File: config.mk
export PLATFORM = sky130hd
export DESIGN_NAME = tpw_timer8
export DESIGN_NICKNAME = d
export VERILOG_FILES = /design/src/rtl/tpw_pkg.sv /design/src/rtl/tpw_evt_if.sv /design/src/rtl/tpw_timer8.sv /design/src/rtl/tpw_prescaler.sv /design/src/rtl/tpw_wave.sv
export SDC_FILE = /design/constraint.sdc
export NUM_CORES = 1
export LEC_CHECK = 0
export BUFFER_PORTS_ARGS = -buffer_cell sky130_fd_sc_hd__buf_2
export CAP_MARGIN = 15
export CORE_UTILIZATION = 54
export CTS_BUF_LIST = sky130_fd_sc_hd__clkbuf_8
export DETAILED_ROUTE_END_ITERATION = 8
export GPL_TIMING_DRIVEN = 0
export PLACE_DENSITY = 0.76
export SETUP_SLACK_MARGIN = 0.3
export SLEW_MARGIN = 20
export SYNTH_ARGS = -nofsm -noshare
export SYNTH_HDL_FRONTEND = slang
export SYNTH_HIERARCHICAL = 1
export SYNTH_SLANG_ARGS = --single-unit
File: constraint.sdc
create_clock -name clk_i -period 2.6 [get_ports clk_i]
set_clock_uncertainty 0.2 [all_clocks]
set_input_delay 0.13 -clock clk_i [delete_from_list [all_inputs] [get_ports clk_i]]
set_output_delay 0.13 -clock clk_i [all_outputs]
set_load 0.03 [all_outputs]
File: src/rtl/tpw_pkg.sv
package tpw_pkg;
  localparam int AW = 8;
  localparam logic [7:0] OFS_CTRL_A = 8'h30;
  localparam logic [7:0] OFS_CTRL_B = 8'h34;
  localparam logic [7:0] OFS_COUNT = 8'h38;
  localparam logic [7:0] OFS_CMP_A = 8'h3C;
  localparam logic [7:0] OFS_CMP_B = 8'h40;
  localparam logic [7:0] OFS_FLAGS = 8'h44;
  localparam logic [7:0] OFS_STATUS = 8'h48;
  localparam int CA_ACT_A = 6;
  localparam int CA_ACT_B = 4;
  localparam logic [7:0] CA_WMASK = 8'hF3;
  localparam logic [7:0] CA_RESET = 8'h00;
  localparam int CB_FORCE_A = 7;
  localparam int CB_FORCE_B = 6;
  localparam int CB_WSH = 3;
  localparam int FL_OVF = 0;
  localparam int FL_CMPA = 1;
  localparam int FL_CMPB = 2;
  localparam logic [7:0] BOTTOM = 8'h00;
  localparam logic [7:0] MAX = 8'hFF;
  localparam logic [2:0] M_NORMAL = 3'h0;
  localparam logic [2:0] M_PC_FF = 3'h1;
  localparam logic [2:0] M_CTC = 3'h2;
  localparam logic [2:0] M_FAST_FF = 3'h3;
  localparam logic [2:0] M_PC_OCR = 3'h5;
  localparam logic [2:0] M_FAST_OCR = 3'h7;
  localparam int PC_PERIOD_TICKS = 510;
  localparam logic [9:0] PS_M8 = 10'h007;
  localparam logic [9:0] PS_M64 = 10'h03F;
  localparam logic [9:0] PS_M256 = 10'h0FF;
  localparam logic [9:0] PS_M1024 = 10'h3FF;
  localparam logic [1:0] RESP_OKAY = 2'h0;
  localparam logic [1:0] RESP_SLVERR = 2'h2;
  typedef enum logic [1:0] {
    TPW_NONPWM = 2'b00,
    TPW_FAST = 2'b01,
    TPW_PC = 2'b10,
    TPW_OFF = 2'b11
  } tpw_class_t;
endpackage

File: src/rtl/tpw_evt_if.sv
`timescale 1ns/1ps
interface tpw_evt_if;
  logic tick;
  logic up;
  logic at_top;
  logic at_bottom;
  logic wsh;
  tpw_pkg::tpw_class_t cls;
  modport src (output tick, up, at_top, at_bottom, wsh, cls);
  modport dst (input tick, up, at_top, at_bottom, wsh, cls);
endinterface

File: src/rtl/tpw_timer8.sv
// Function
// - modes 1 and 5 count up then down
// - top is 0xFF or compare A
// - clear on up match, set on down
// - hold top one tick then reverse
// - overflow flag set at bottom
// - A toggle only with high mode bit
// - 510 tick period, prescale 1..1024
// - bottom gives low, max gives high
// - leaving max forces period-start transition
// - missed up match applied at bottom
// - fully synchronous, tick is enable
// - CTC and fast-A: flag and clear together
// - control A layout, reserved zero, reset zero
// - nonzero action overrides port pin
// - non-PWM action decode: off/toggle/clear/set
// - fast PWM match and top actions
// - phase correct action decode
// - compare equal top: act at top
// - mode encoding and compare update at top
// - high mode bit and tick select
// - output B same, toggle reserved
//
// The AXI4-Lite register port is this design's own decision.
`timescale 1ns/1ps
module tpw_timer8 (
  input logic clk_i,
  input logic rstn_i,
  input logic [tpw_pkg::AW-1:0] s_axi_awaddr,
  input logic s_axi_awvalid,
  output logic s_axi_awready,
  input logic [31:0] s_axi_wdata,
  input logic [3:0] s_axi_wstrb,
  input logic s_axi_wvalid,
  output logic s_axi_wready,
  output logic [1:0] s_axi_bresp,
  output logic s_axi_bvalid,
  input logic s_axi_bready,
  input logic [tpw_pkg::AW-1:0] s_axi_araddr,
  input logic s_axi_arvalid,
  output logic s_axi_arready,
  output logic [31:0] s_axi_rdata,
  output logic [1:0] s_axi_rresp,
  output logic s_axi_rvalid,
  input logic s_axi_rready,
  input logic ext_tick_i,
  output logic wave_out_a_o,
  output logic wave_out_b_o,
  output logic wave_a_ovr_o,
  output logic wave_b_ovr_o
);
  import tpw_pkg::*;

  logic [7:0] ctrl_a_r;
  logic [3:0] ctrl_b_r;
  logic [7:0] cnt_r;
  logic [7:0] cnt_nxt;
  logic up_r;
  logic up_nxt;
  logic [7:0] ocra_buf_r;
  logic [7:0] ocrb_buf_r;
  logic [7:0] ocra_r;
  logic [7:0] ocrb_r;
  logic [2:0] flags_r;
  logic [2:0] flags_nxt;
  logic aw_pend_r;
  logic w_pend_r;
  logic [AW-1:0] awaddr_r;
  logic [7:0] wdata_r;
  logic wstrb_r;
  logic bvalid_r;
  logic [1:0] bresp_r;
  logic rvalid_r;
  logic [31:0] rdata_r;
  logic [1:0] rresp_r;
  logic tick;
  logic [31:0] rd_word;
  logic rd_ok;

  tpw_evt_if ev ();

  // write channel: address and data taken in either order
  assign s_axi_awready = ~aw_pend_r;
  assign s_axi_wready = ~w_pend_r;
  assign s_axi_bvalid = bvalid_r;
  assign s_axi_bresp = bresp_r;
  assign s_axi_arready = ~rvalid_r;
  assign s_axi_rvalid = rvalid_r;
  assign s_axi_rdata = rdata_r;
  assign s_axi_rresp = rresp_r;

  wire wr_go = aw_pend_r & w_pend_r & ~bvalid_r;
  wire wr_ok = (awaddr_r == OFS_CTRL_A) | (awaddr_r == OFS_CTRL_B) |
    (awaddr_r == OFS_COUNT) | (awaddr_r == OFS_CMP_A) |
    (awaddr_r == OFS_CMP_B) | (awaddr_r == OFS_FLAGS) | (awaddr_r == OFS_STATUS);
  wire wr_en = wr_go & wstrb_r;
  wire wr_ca = wr_en & (awaddr_r == OFS_CTRL_A);
  wire wr_cb = wr_en & (awaddr_r == OFS_CTRL_B);
  wire wr_cnt = wr_en & (awaddr_r == OFS_COUNT);
  wire wr_oa = wr_en & (awaddr_r == OFS_CMP_A);
  wire wr_ob = wr_en & (awaddr_r == OFS_CMP_B);
  wire wr_fl = wr_en & (awaddr_r == OFS_FLAGS);
  wire force_a = wr_cb & wdata_r[CB_FORCE_A];
  wire force_b = wr_cb & wdata_r[CB_FORCE_B];
  wire ar_go = s_axi_arvalid & ~rvalid_r;

  // mode decode
  wire [2:0] mode = {ctrl_b_r[CB_WSH], ctrl_a_r[1:0]};
  wire [1:0] act_a = ctrl_a_r[7:6];
  wire [1:0] act_b = ctrl_a_r[5:4];
  wire top_is_a = (mode == M_PC_OCR) | (mode == M_FAST_OCR);
  wire [7:0] top = top_is_a ? ocra_r : MAX;
  wire at_top = (cnt_r == top);
  wire at_bottom = (cnt_r == BOTTOM);
  wire match_a = (cnt_r == ocra_r);
  wire match_b = (cnt_r == ocrb_r);
  wire ocra_top = (ocra_r == top);
  wire ocrb_top = (ocrb_r == top);
  wire is_pwm = (ev.cls == TPW_FAST) | (ev.cls == TPW_PC);
  wire pwm_load = is_pwm & tick & at_top;

  assign ev.cls = (mode == M_PC_FF) | (mode == M_PC_OCR) ? TPW_PC :
    (mode == M_FAST_FF) | (mode == M_FAST_OCR) ? TPW_FAST :
    (mode == M_NORMAL) | (mode == M_CTC) ? TPW_NONPWM : TPW_OFF;
  assign ev.tick = tick;
  assign ev.up = up_r;
  assign ev.at_top = at_top;
  assign ev.at_bottom = at_bottom;
  assign ev.wsh = ctrl_b_r[CB_WSH];

  always_comb
  begin
    rd_ok = 1'b1;
    rd_word = 32'h0000_0000;
    unique case (s_axi_araddr)
      OFS_CTRL_A: rd_word[7:0] = ctrl_a_r;
      OFS_CTRL_B: rd_word[3:0] = ctrl_b_r;
      OFS_COUNT: rd_word[7:0] = cnt_r;
      OFS_CMP_A: rd_word[7:0] = ocra_buf_r;
      OFS_CMP_B: rd_word[7:0] = ocrb_buf_r;
      OFS_FLAGS: rd_word[2:0] = flags_r;
      OFS_STATUS: rd_word[2:0] = {up_r, wave_out_b_o, wave_out_a_o};
      default: rd_ok = 1'b0;
    endcase
  end

  // counter sequencing, only on the tick enable
  always_comb
  begin
    cnt_nxt = cnt_r;
    up_nxt = up_r;
    if (tick)
    begin
      unique case (ev.cls)
        TPW_NONPWM:
        begin
          up_nxt = 1'b1;
          if ((mode == M_CTC) & match_a) cnt_nxt = BOTTOM;
          else cnt_nxt = 8'(cnt_r + 8'h01);
        end
        TPW_FAST:
        begin
          up_nxt = 1'b1;
          if (at_top) cnt_nxt = BOTTOM;
          else cnt_nxt = 8'(cnt_r + 8'h01);
        end
        TPW_PC:
        begin
          if (up_r)
          begin
            if (at_top | (cnt_r == MAX))
            begin
              // top shown for this one tick, then reverse
              cnt_nxt = at_bottom ? BOTTOM : 8'(cnt_r - 8'h01);
              up_nxt = 1'b0;
            end
            else cnt_nxt = 8'(cnt_r + 8'h01);
          end
          else if (at_bottom)
          begin
            cnt_nxt = 8'(cnt_r + 8'h01);
            up_nxt = 1'b1;
          end
          else cnt_nxt = 8'(cnt_r - 8'h01);
        end
        TPW_OFF: cnt_nxt = cnt_r;
      endcase
    end
    if (wr_cnt) cnt_nxt = wdata_r;
  end

  // set wins over a write-one clear in the same cycle
  always_comb
  begin
    flags_nxt = flags_r & ~(wr_fl ? wdata_r[2:0] : 3'h0);
    if (tick)
    begin
      if (((ev.cls == TPW_NONPWM) & (cnt_r == MAX)) |
        ((ev.cls == TPW_FAST) & at_top) |
        ((ev.cls == TPW_PC) & at_bottom))
        flags_nxt[FL_OVF] = 1'b1;
      if (match_a) flags_nxt[FL_CMPA] = 1'b1;
      if (match_b) flags_nxt[FL_CMPB] = 1'b1;
    end
  end

  always_ff @(posedge clk_i)
  begin
    if (!rstn_i)
    begin
      ctrl_a_r <= CA_RESET;
      ctrl_b_r <= 4'h0;
      cnt_r <= BOTTOM;
      up_r <= 1'b1;
      ocra_buf_r <= BOTTOM;
      ocrb_buf_r <= BOTTOM;
      ocra_r <= BOTTOM;
      ocrb_r <= BOTTOM;
      flags_r <= 3'h0;
    end
    else
    begin
      if (wr_ca) ctrl_a_r <= wdata_r & CA_WMASK;
      if (wr_cb) ctrl_b_r <= wdata_r[3:0];
      if (wr_oa) ocra_buf_r <= wdata_r;
      if (wr_ob) ocrb_buf_r <= wdata_r;
      // PWM compare values double buffered, loaded at top
      if (!is_pwm | pwm_load)
      begin
        ocra_r <= ocra_buf_r;
        ocrb_r <= ocrb_buf_r;
      end
      cnt_r <= cnt_nxt;
      up_r <= up_nxt;
      flags_r <= flags_nxt;
    end
  end

  always_ff @(posedge clk_i)
  begin
    if (!rstn_i)
    begin
      aw_pend_r <= 1'b0;
      w_pend_r <= 1'b0;
      awaddr_r <= '0;
      wdata_r <= 8'h00;
      wstrb_r <= 1'b0;
      bvalid_r <= 1'b0;
      bresp_r <= RESP_OKAY;
      rvalid_r <= 1'b0;
      rdata_r <= 32'h0000_0000;
      rresp_r <= RESP_OKAY;
    end
    else
    begin
      if (s_axi_awvalid & ~aw_pend_r)
      begin
        aw_pend_r <= 1'b1;
        awaddr_r <= s_axi_awaddr;
      end
      if (s_axi_wvalid & ~w_pend_r)
      begin
        w_pend_r <= 1'b1;
        wdata_r <= s_axi_wdata[7:0];
        wstrb_r <= s_axi_wstrb[0];
      end
      if (wr_go)
      begin
        aw_pend_r <= 1'b0;
        w_pend_r <= 1'b0;
        bvalid_r <= 1'b1;
        bresp_r <= wr_ok ? RESP_OKAY : RESP_SLVERR;
      end
      else if (s_axi_bready) bvalid_r <= 1'b0;
      if (ar_go)
      begin
        rvalid_r <= 1'b1;
        rdata_r <= rd_word;
        rresp_r <= rd_ok ? RESP_OKAY : RESP_SLVERR;
      end
      else if (s_axi_rready) rvalid_r <= 1'b0;
    end
  end

  tpw_prescaler u_presc (
    .clk_i(clk_i),
    .rstn_i(rstn_i),
    .sel_i(ctrl_b_r[2:0]),
    .ext_pin_i(ext_tick_i),
    .tick_o(tick)
  );

  tpw_wave #(.IS_A(1'b1)) u_wave_a (
    .clk_i(clk_i),
    .rstn_i(rstn_i),
    .ev(ev),
    .action_i(act_a),
    .match_i(match_a),
    .ocr_top_i(ocra_top),
    .force_i(force_a),
    .wave_o(wave_out_a_o),
    .connect_o(wave_a_ovr_o)
  );

  tpw_wave #(.IS_A(1'b0)) u_wave_b (
    .clk_i(clk_i),
    .rstn_i(rstn_i),
    .ev(ev),
    .action_i(act_b),
    .match_i(match_b),
    .ocr_top_i(ocrb_top),
    .force_i(force_b),
    .wave_o(wave_out_b_o),
    .connect_o(wave_b_ovr_o)
  );

  wire pc = (ev.cls == TPW_PC);
endmodule

File: src/rtl/tpw_prescaler.sv
`timescale 1ns/1ps
module tpw_prescaler (
  input logic clk_i,
  input logic rstn_i,
  input logic [2:0] sel_i,
  input logic ext_pin_i,
  output logic tick_o
);
  import tpw_pkg::*;
  logic [9:0] div_r;
  logic s1_r;
  logic s2_r;
  logic s3_r;

  function automatic logic div_hit(input logic [9:0] d, input logic [9:0] m);
    return (d & m) == m;
  endfunction

  always_ff @(posedge clk_i)
  begin
    if (!rstn_i)
    begin
      div_r <= 10'h000;
      s1_r <= 1'b0;
      s2_r <= 1'b0;
      s3_r <= 1'b0;
    end
    else
    begin
      div_r <= 10'(div_r + 10'h001);
      s1_r <= ext_pin_i;
      s2_r <= s1_r;
      s3_r <= s2_r;
    end
  end

  // tick is a clock enable only, never a clock
  always_comb
  begin
    unique case (sel_i)
      3'h0: tick_o = 1'b0;
      3'h1: tick_o = 1'b1;
      3'h2: tick_o = div_hit(div_r, PS_M8);
      3'h3: tick_o = div_hit(div_r, PS_M64);
      3'h4: tick_o = div_hit(div_r, PS_M256);
      3'h5: tick_o = div_hit(div_r, PS_M1024);
      3'h6: tick_o = s3_r & ~s2_r;
      3'h7: tick_o = s2_r & ~s3_r;
    endcase
  end
endmodule

File: src/rtl/tpw_wave.sv
`timescale 1ns/1ps
module tpw_wave #(
  parameter bit IS_A = 1'b1
) (
  input logic clk_i,
  input logic rstn_i,
  tpw_evt_if.dst ev,
  input logic [1:0] action_i,
  input logic match_i,
  input logic ocr_top_i,
  input logic force_i,
  output logic wave_o,
  output logic connect_o
);
  import tpw_pkg::*;
  logic wave_r;
  logic wave_nxt;
  logic up_seen_r;
  logic up_seen_nxt;
  wire toggle_ok = (ev.cls == TPW_NONPWM) | (IS_A & ev.wsh);
  wire is_tog = (action_i == 2'b01);
  // override only when action nonzero and not a reserved toggle
  assign connect_o = (action_i != 2'b00) & ~(is_tog & ~toggle_ok);
  assign wave_o = wave_r;
  wire hit_val = is_tog ? ~wave_r : action_i[0];
  wire up_val = action_i[0];
  wire dn_val = ~action_i[0];

  always_comb
  begin
    wave_nxt = wave_r;
    up_seen_nxt = up_seen_r;
    if (force_i & connect_o & (ev.cls == TPW_NONPWM))
      wave_nxt = hit_val;
    else if (ev.tick & connect_o)
    begin
      unique case (ev.cls)
        TPW_NONPWM: if (match_i) wave_nxt = hit_val;
        TPW_FAST:
        begin
          if (is_tog)
          begin
            if (match_i) wave_nxt = ~wave_r;
          end
          else if (ev.at_top) wave_nxt = ~action_i[0];
          else if (match_i & ~ocr_top_i) wave_nxt = action_i[0];
        end
        TPW_PC:
        begin
          if (is_tog)
          begin
            if (match_i) wave_nxt = ~wave_r;
          end
          else if (ev.at_bottom)
          begin
            // missed up match applied at period start keeps symmetry
            if (match_i | (~up_seen_r & ~ocr_top_i)) wave_nxt = up_val;
            up_seen_nxt = match_i;
          end
          else if (ev.at_top & ocr_top_i) wave_nxt = dn_val;
          else if (match_i & ev.up)
          begin
            wave_nxt = up_val;
            up_seen_nxt = 1'b1;
          end
          else if (match_i) wave_nxt = dn_val;
        end
        TPW_OFF: wave_nxt = wave_r;
      endcase
    end
  end

  always_ff @(posedge clk_i)
  begin
    if (!rstn_i)
    begin
      wave_r <= 1'b0;
      up_seen_r <= 1'b0;
    end
    else
    begin
      wave_r <= wave_nxt;
      up_seen_r <= up_seen_nxt;
    end
  end
endmodule

==> metrics <==
status finished, violations left; failing checks setup timing; Fill cells 847; count of pins over their slew limit 0; synth cell count leaders nand2_1, dfxtp_1, nand3_1, nor2b_1, o21ai_0; CTS Sinks 102; worst slew pin tran 908 ps; via/cell ratio 5.93; DIE AREA 12700 µm²; cell taking the most area after synthesis dfxtp_1; layout cell share with drive strength beyond 1 30.5%; RSZ-0062 raised after global routing yes; Final Hold Vio Count 0; Hold Path Class in -> reg; Initial Util 55.2%; Worst IR Drop VDD 428 µV; Min Clock Period, post-route 2620 ps; final wirelength 20.7 mm; Hold WS 95.1 ps; row count 40; switching share of power 30.4%; Syn Area/Cell 8.13 µm²; max_slew headroom 39.4%; crit-path max cell delay 390 ps; Async S/R FF share, synth 0%; register area 2060 µm²; grt peak-use layer met2; unique cell type count in the Yosys netlist 77; register bit total from synthesis 102; Layout Nets 1060; Clock power frac 32.1%; first-pass GRT wire length 30.9 mm; Critical-path top delay cell dfxtp_4; initial antenna violation count 0; core area 12000 µm²; Seq pwr share 51.9%; Pre-antenna DRT Iters 7; depth of the CTS H-tree 3; worst endpoint required time 2710 ps; P_leak 3.44 nW; M2 GR Usage 49.3%; synthesized cell area 6600 µm²; Chip Width 113 µm; DR WL/cell 18.2 µm; crit-path max FO 6; post-layout util 73.7%; NetSw 0.960 mW; Crit Path Category reg -> reg; Pwr Density 358 nW/µm²; CTS Buffer Depth 2; met1 Usage GRT 40.4%; GRT Residual Overflow 0; number of global-route vias before repair 5990; reg2reg setup slack -20 ps; GR Layer Usage met3 5.13%; setup TNS -46.8 ps; Worst-Skew Late Latency 380 ps; Setup WS pre-CTS -381 ps; Int Pwr 2.19 mW; GRT Total Usage 31.1%; via count 6721; CTS tree yes; largest net degree at the start of global routing 19; PnR worst setup slack -18.5 ps; top_reg_cell synth dfxtp_1; Num CTS Buffers 9; ANT cells 0; Syn Inst Count 812; Post-synth EDFFs 0; Max-Cap Viols 0; Data arrival, critical path 2730 ps; sequential area share after synthesis 30.9%; Ys Warns 6; Worst setup EP type flop; critical-path cell list buf_12 > buf_12 > nand2_8 > buf_6 > a32o_2 > o32a_4 > nand2_8 > inv_4 > buf_6 > o21ai_0 > nand4_1 > and3_4 > a211oi_2; ranking of synthesized cells by area dfxtp_1, nand2_1, mux2i_1; Root Driver clkbuf_8; multi-input logic area 4670 µm²; DRT antenna net count 0; DP HPWL 13.2 mm; area grow syn2layout 33.4%; clk slew on worst S/H paths 110 ps; Die Height 113 µm; # DRC 0; Synth top area share 30.9%; final critical-path share of the clock period 101%; GPL Wtd Cong 0.895; I/O pin total 105; fmax 0.382 GHz; Gate power share 16.0%; Tot Pwr 3.15 mW; Setup crit start kind flop; DRT iter0 DRCs 744; most common cell in the synthesized netlist nand2_1; IO buf count 50; endpoints failing setup 5
==> layer usage <==
layer  share of wire [%]  up-vias
met5                   0        -
met4                 4.6        0
met3                 8.0       81
met2                  47      326
met1                  40     3134
li1                    -     3180
==> state kept, by name, summed over array words and instances, names as in the netlist, 6 cells and up <==
register       cells
u_presc/div_r     10
awaddr_r           8
cnt_r              8
ocra_buf_r         8
ocra_r             8
ocrb_buf_r         8
ocrb_r             8
s_axi_rdata        8
wdata_r            8
ctrl_a_r           6
==> kinds of logic after synthesis <==
group,count (synthesis),share of synthesized area [%]
xor gates and xnor gates,38,5.04
buffers and inverters,106,8.45
AOI/OAI and AO/OA,188,20.6
other,1,0.0568
adders and majority gates,18,3.41
muxes,36,5.51
and+or+nand+nor,323,26.0
DFF,102,30.9
==> power by group through the flow <==
stage          sequential (mW)  clock (mW)  combinational [mW]
2_1_floorplan             1.67           0               0.294
3_3_place_gp              1.67           0               0.394
3_5_place_dp              1.67           0               0.399
4_1_cts                   1.63        1.02               0.468
5_1_grt                   1.64        1.08               0.537
6_report                  1.64        1.01               0.503
==> area by class of cell <==
| type | count | area share (%) |
|---|---|---|
| clock buffers | 10 | 1.56 |
| inverters | 30 | 1.48 |
| repair inverters | 1 | 0.0710 |
| flip-flops and latches | 102 | 23.4 |
| clock inverters | 6 | 0.596 |
| repair buffers | 133 | 11.9 |
| multi-input cells | 629 | 53.1 |
| well taps | 147 | 2.09 |
| plain buffers | 76 | 5.92 |
==> path summary, 6_finish.rpt <==
path                                    from          endpoint  cells after the start
worst max-delay path             ctrl_b_r[3]   u_wave_b/wave_o                     13
worst min-delay path                  rstn_i  u_presc/div_r[0]                      3
worst max register to register   ctrl_b_r[3]   u_wave_b/wave_o                     13
worst min register to register  u_presc/s1_r      u_presc/s2_r                      1
==> stage by stage <==
step                      area [µm²]  cells
after global routing            8810   1134
after floorplan                 6770    837
final                           8810   1134
after detailed placement        7210   1034
after global placement          7210   1034
after CTS                       8290   1113
==> cells in the final DEF (no fill, tap or decap), types with 11 or more instances in the layout <==
| master | n |
|---|---|
| inv_1 | 20 |
| nand2_1 | 98 |
| dfxtp_1 | 93 |
| xor2_1 | 13 |
| clkbuf_1 | 20 |
| o211ai_1 | 12 |
| buf_2 | 53 |
| buf_6 | 23 |
| nand3_2 | 12 |
| a21boi_0 | 17 |
| nor2b_1 | 39 |
| xnor2_1 | 24 |
| a22oi_1 | 12 |
| nor3_1 | 11 |
| mux2i_1 | 33 |
| nor2_1 | 26 |
| o21ai_1 | 17 |
| o21ai_0 | 19 |
| a21oi_1 | 21 |
| nand4_1 | 12 |
| conb_1 | 26 |
| ha_1 | 12 |
| nand3_1 | 25 |
| buf_4 | 71 |
| dlygate4sd3_1 | 25 |
| and2_1 | 12 |
==> critical path: cells and delay by family, from the launching register on <==
family	cells	cell delay, ps
AO/OA/AOI/OAI	4	940
buffers and inverters	5	510
flip-flops	1	390
AND/OR/NAND/NOR	4	510
==> timing repair <==
| action | CTS | global route |
|---|---|---|
| setup endpoints to repair | 34 | 37 |
| cloned | 2 | 2 |
| buffers inserted | 36 | 19 |
| hold buffers | 25 | 0 |
| hold endpoints to repair | 31 | 0 |
| pin swaps | 30 | 28 |
| gates resized for setup | 86 | 108 |
Note: power is estimated with default switching activity, not from simulation.
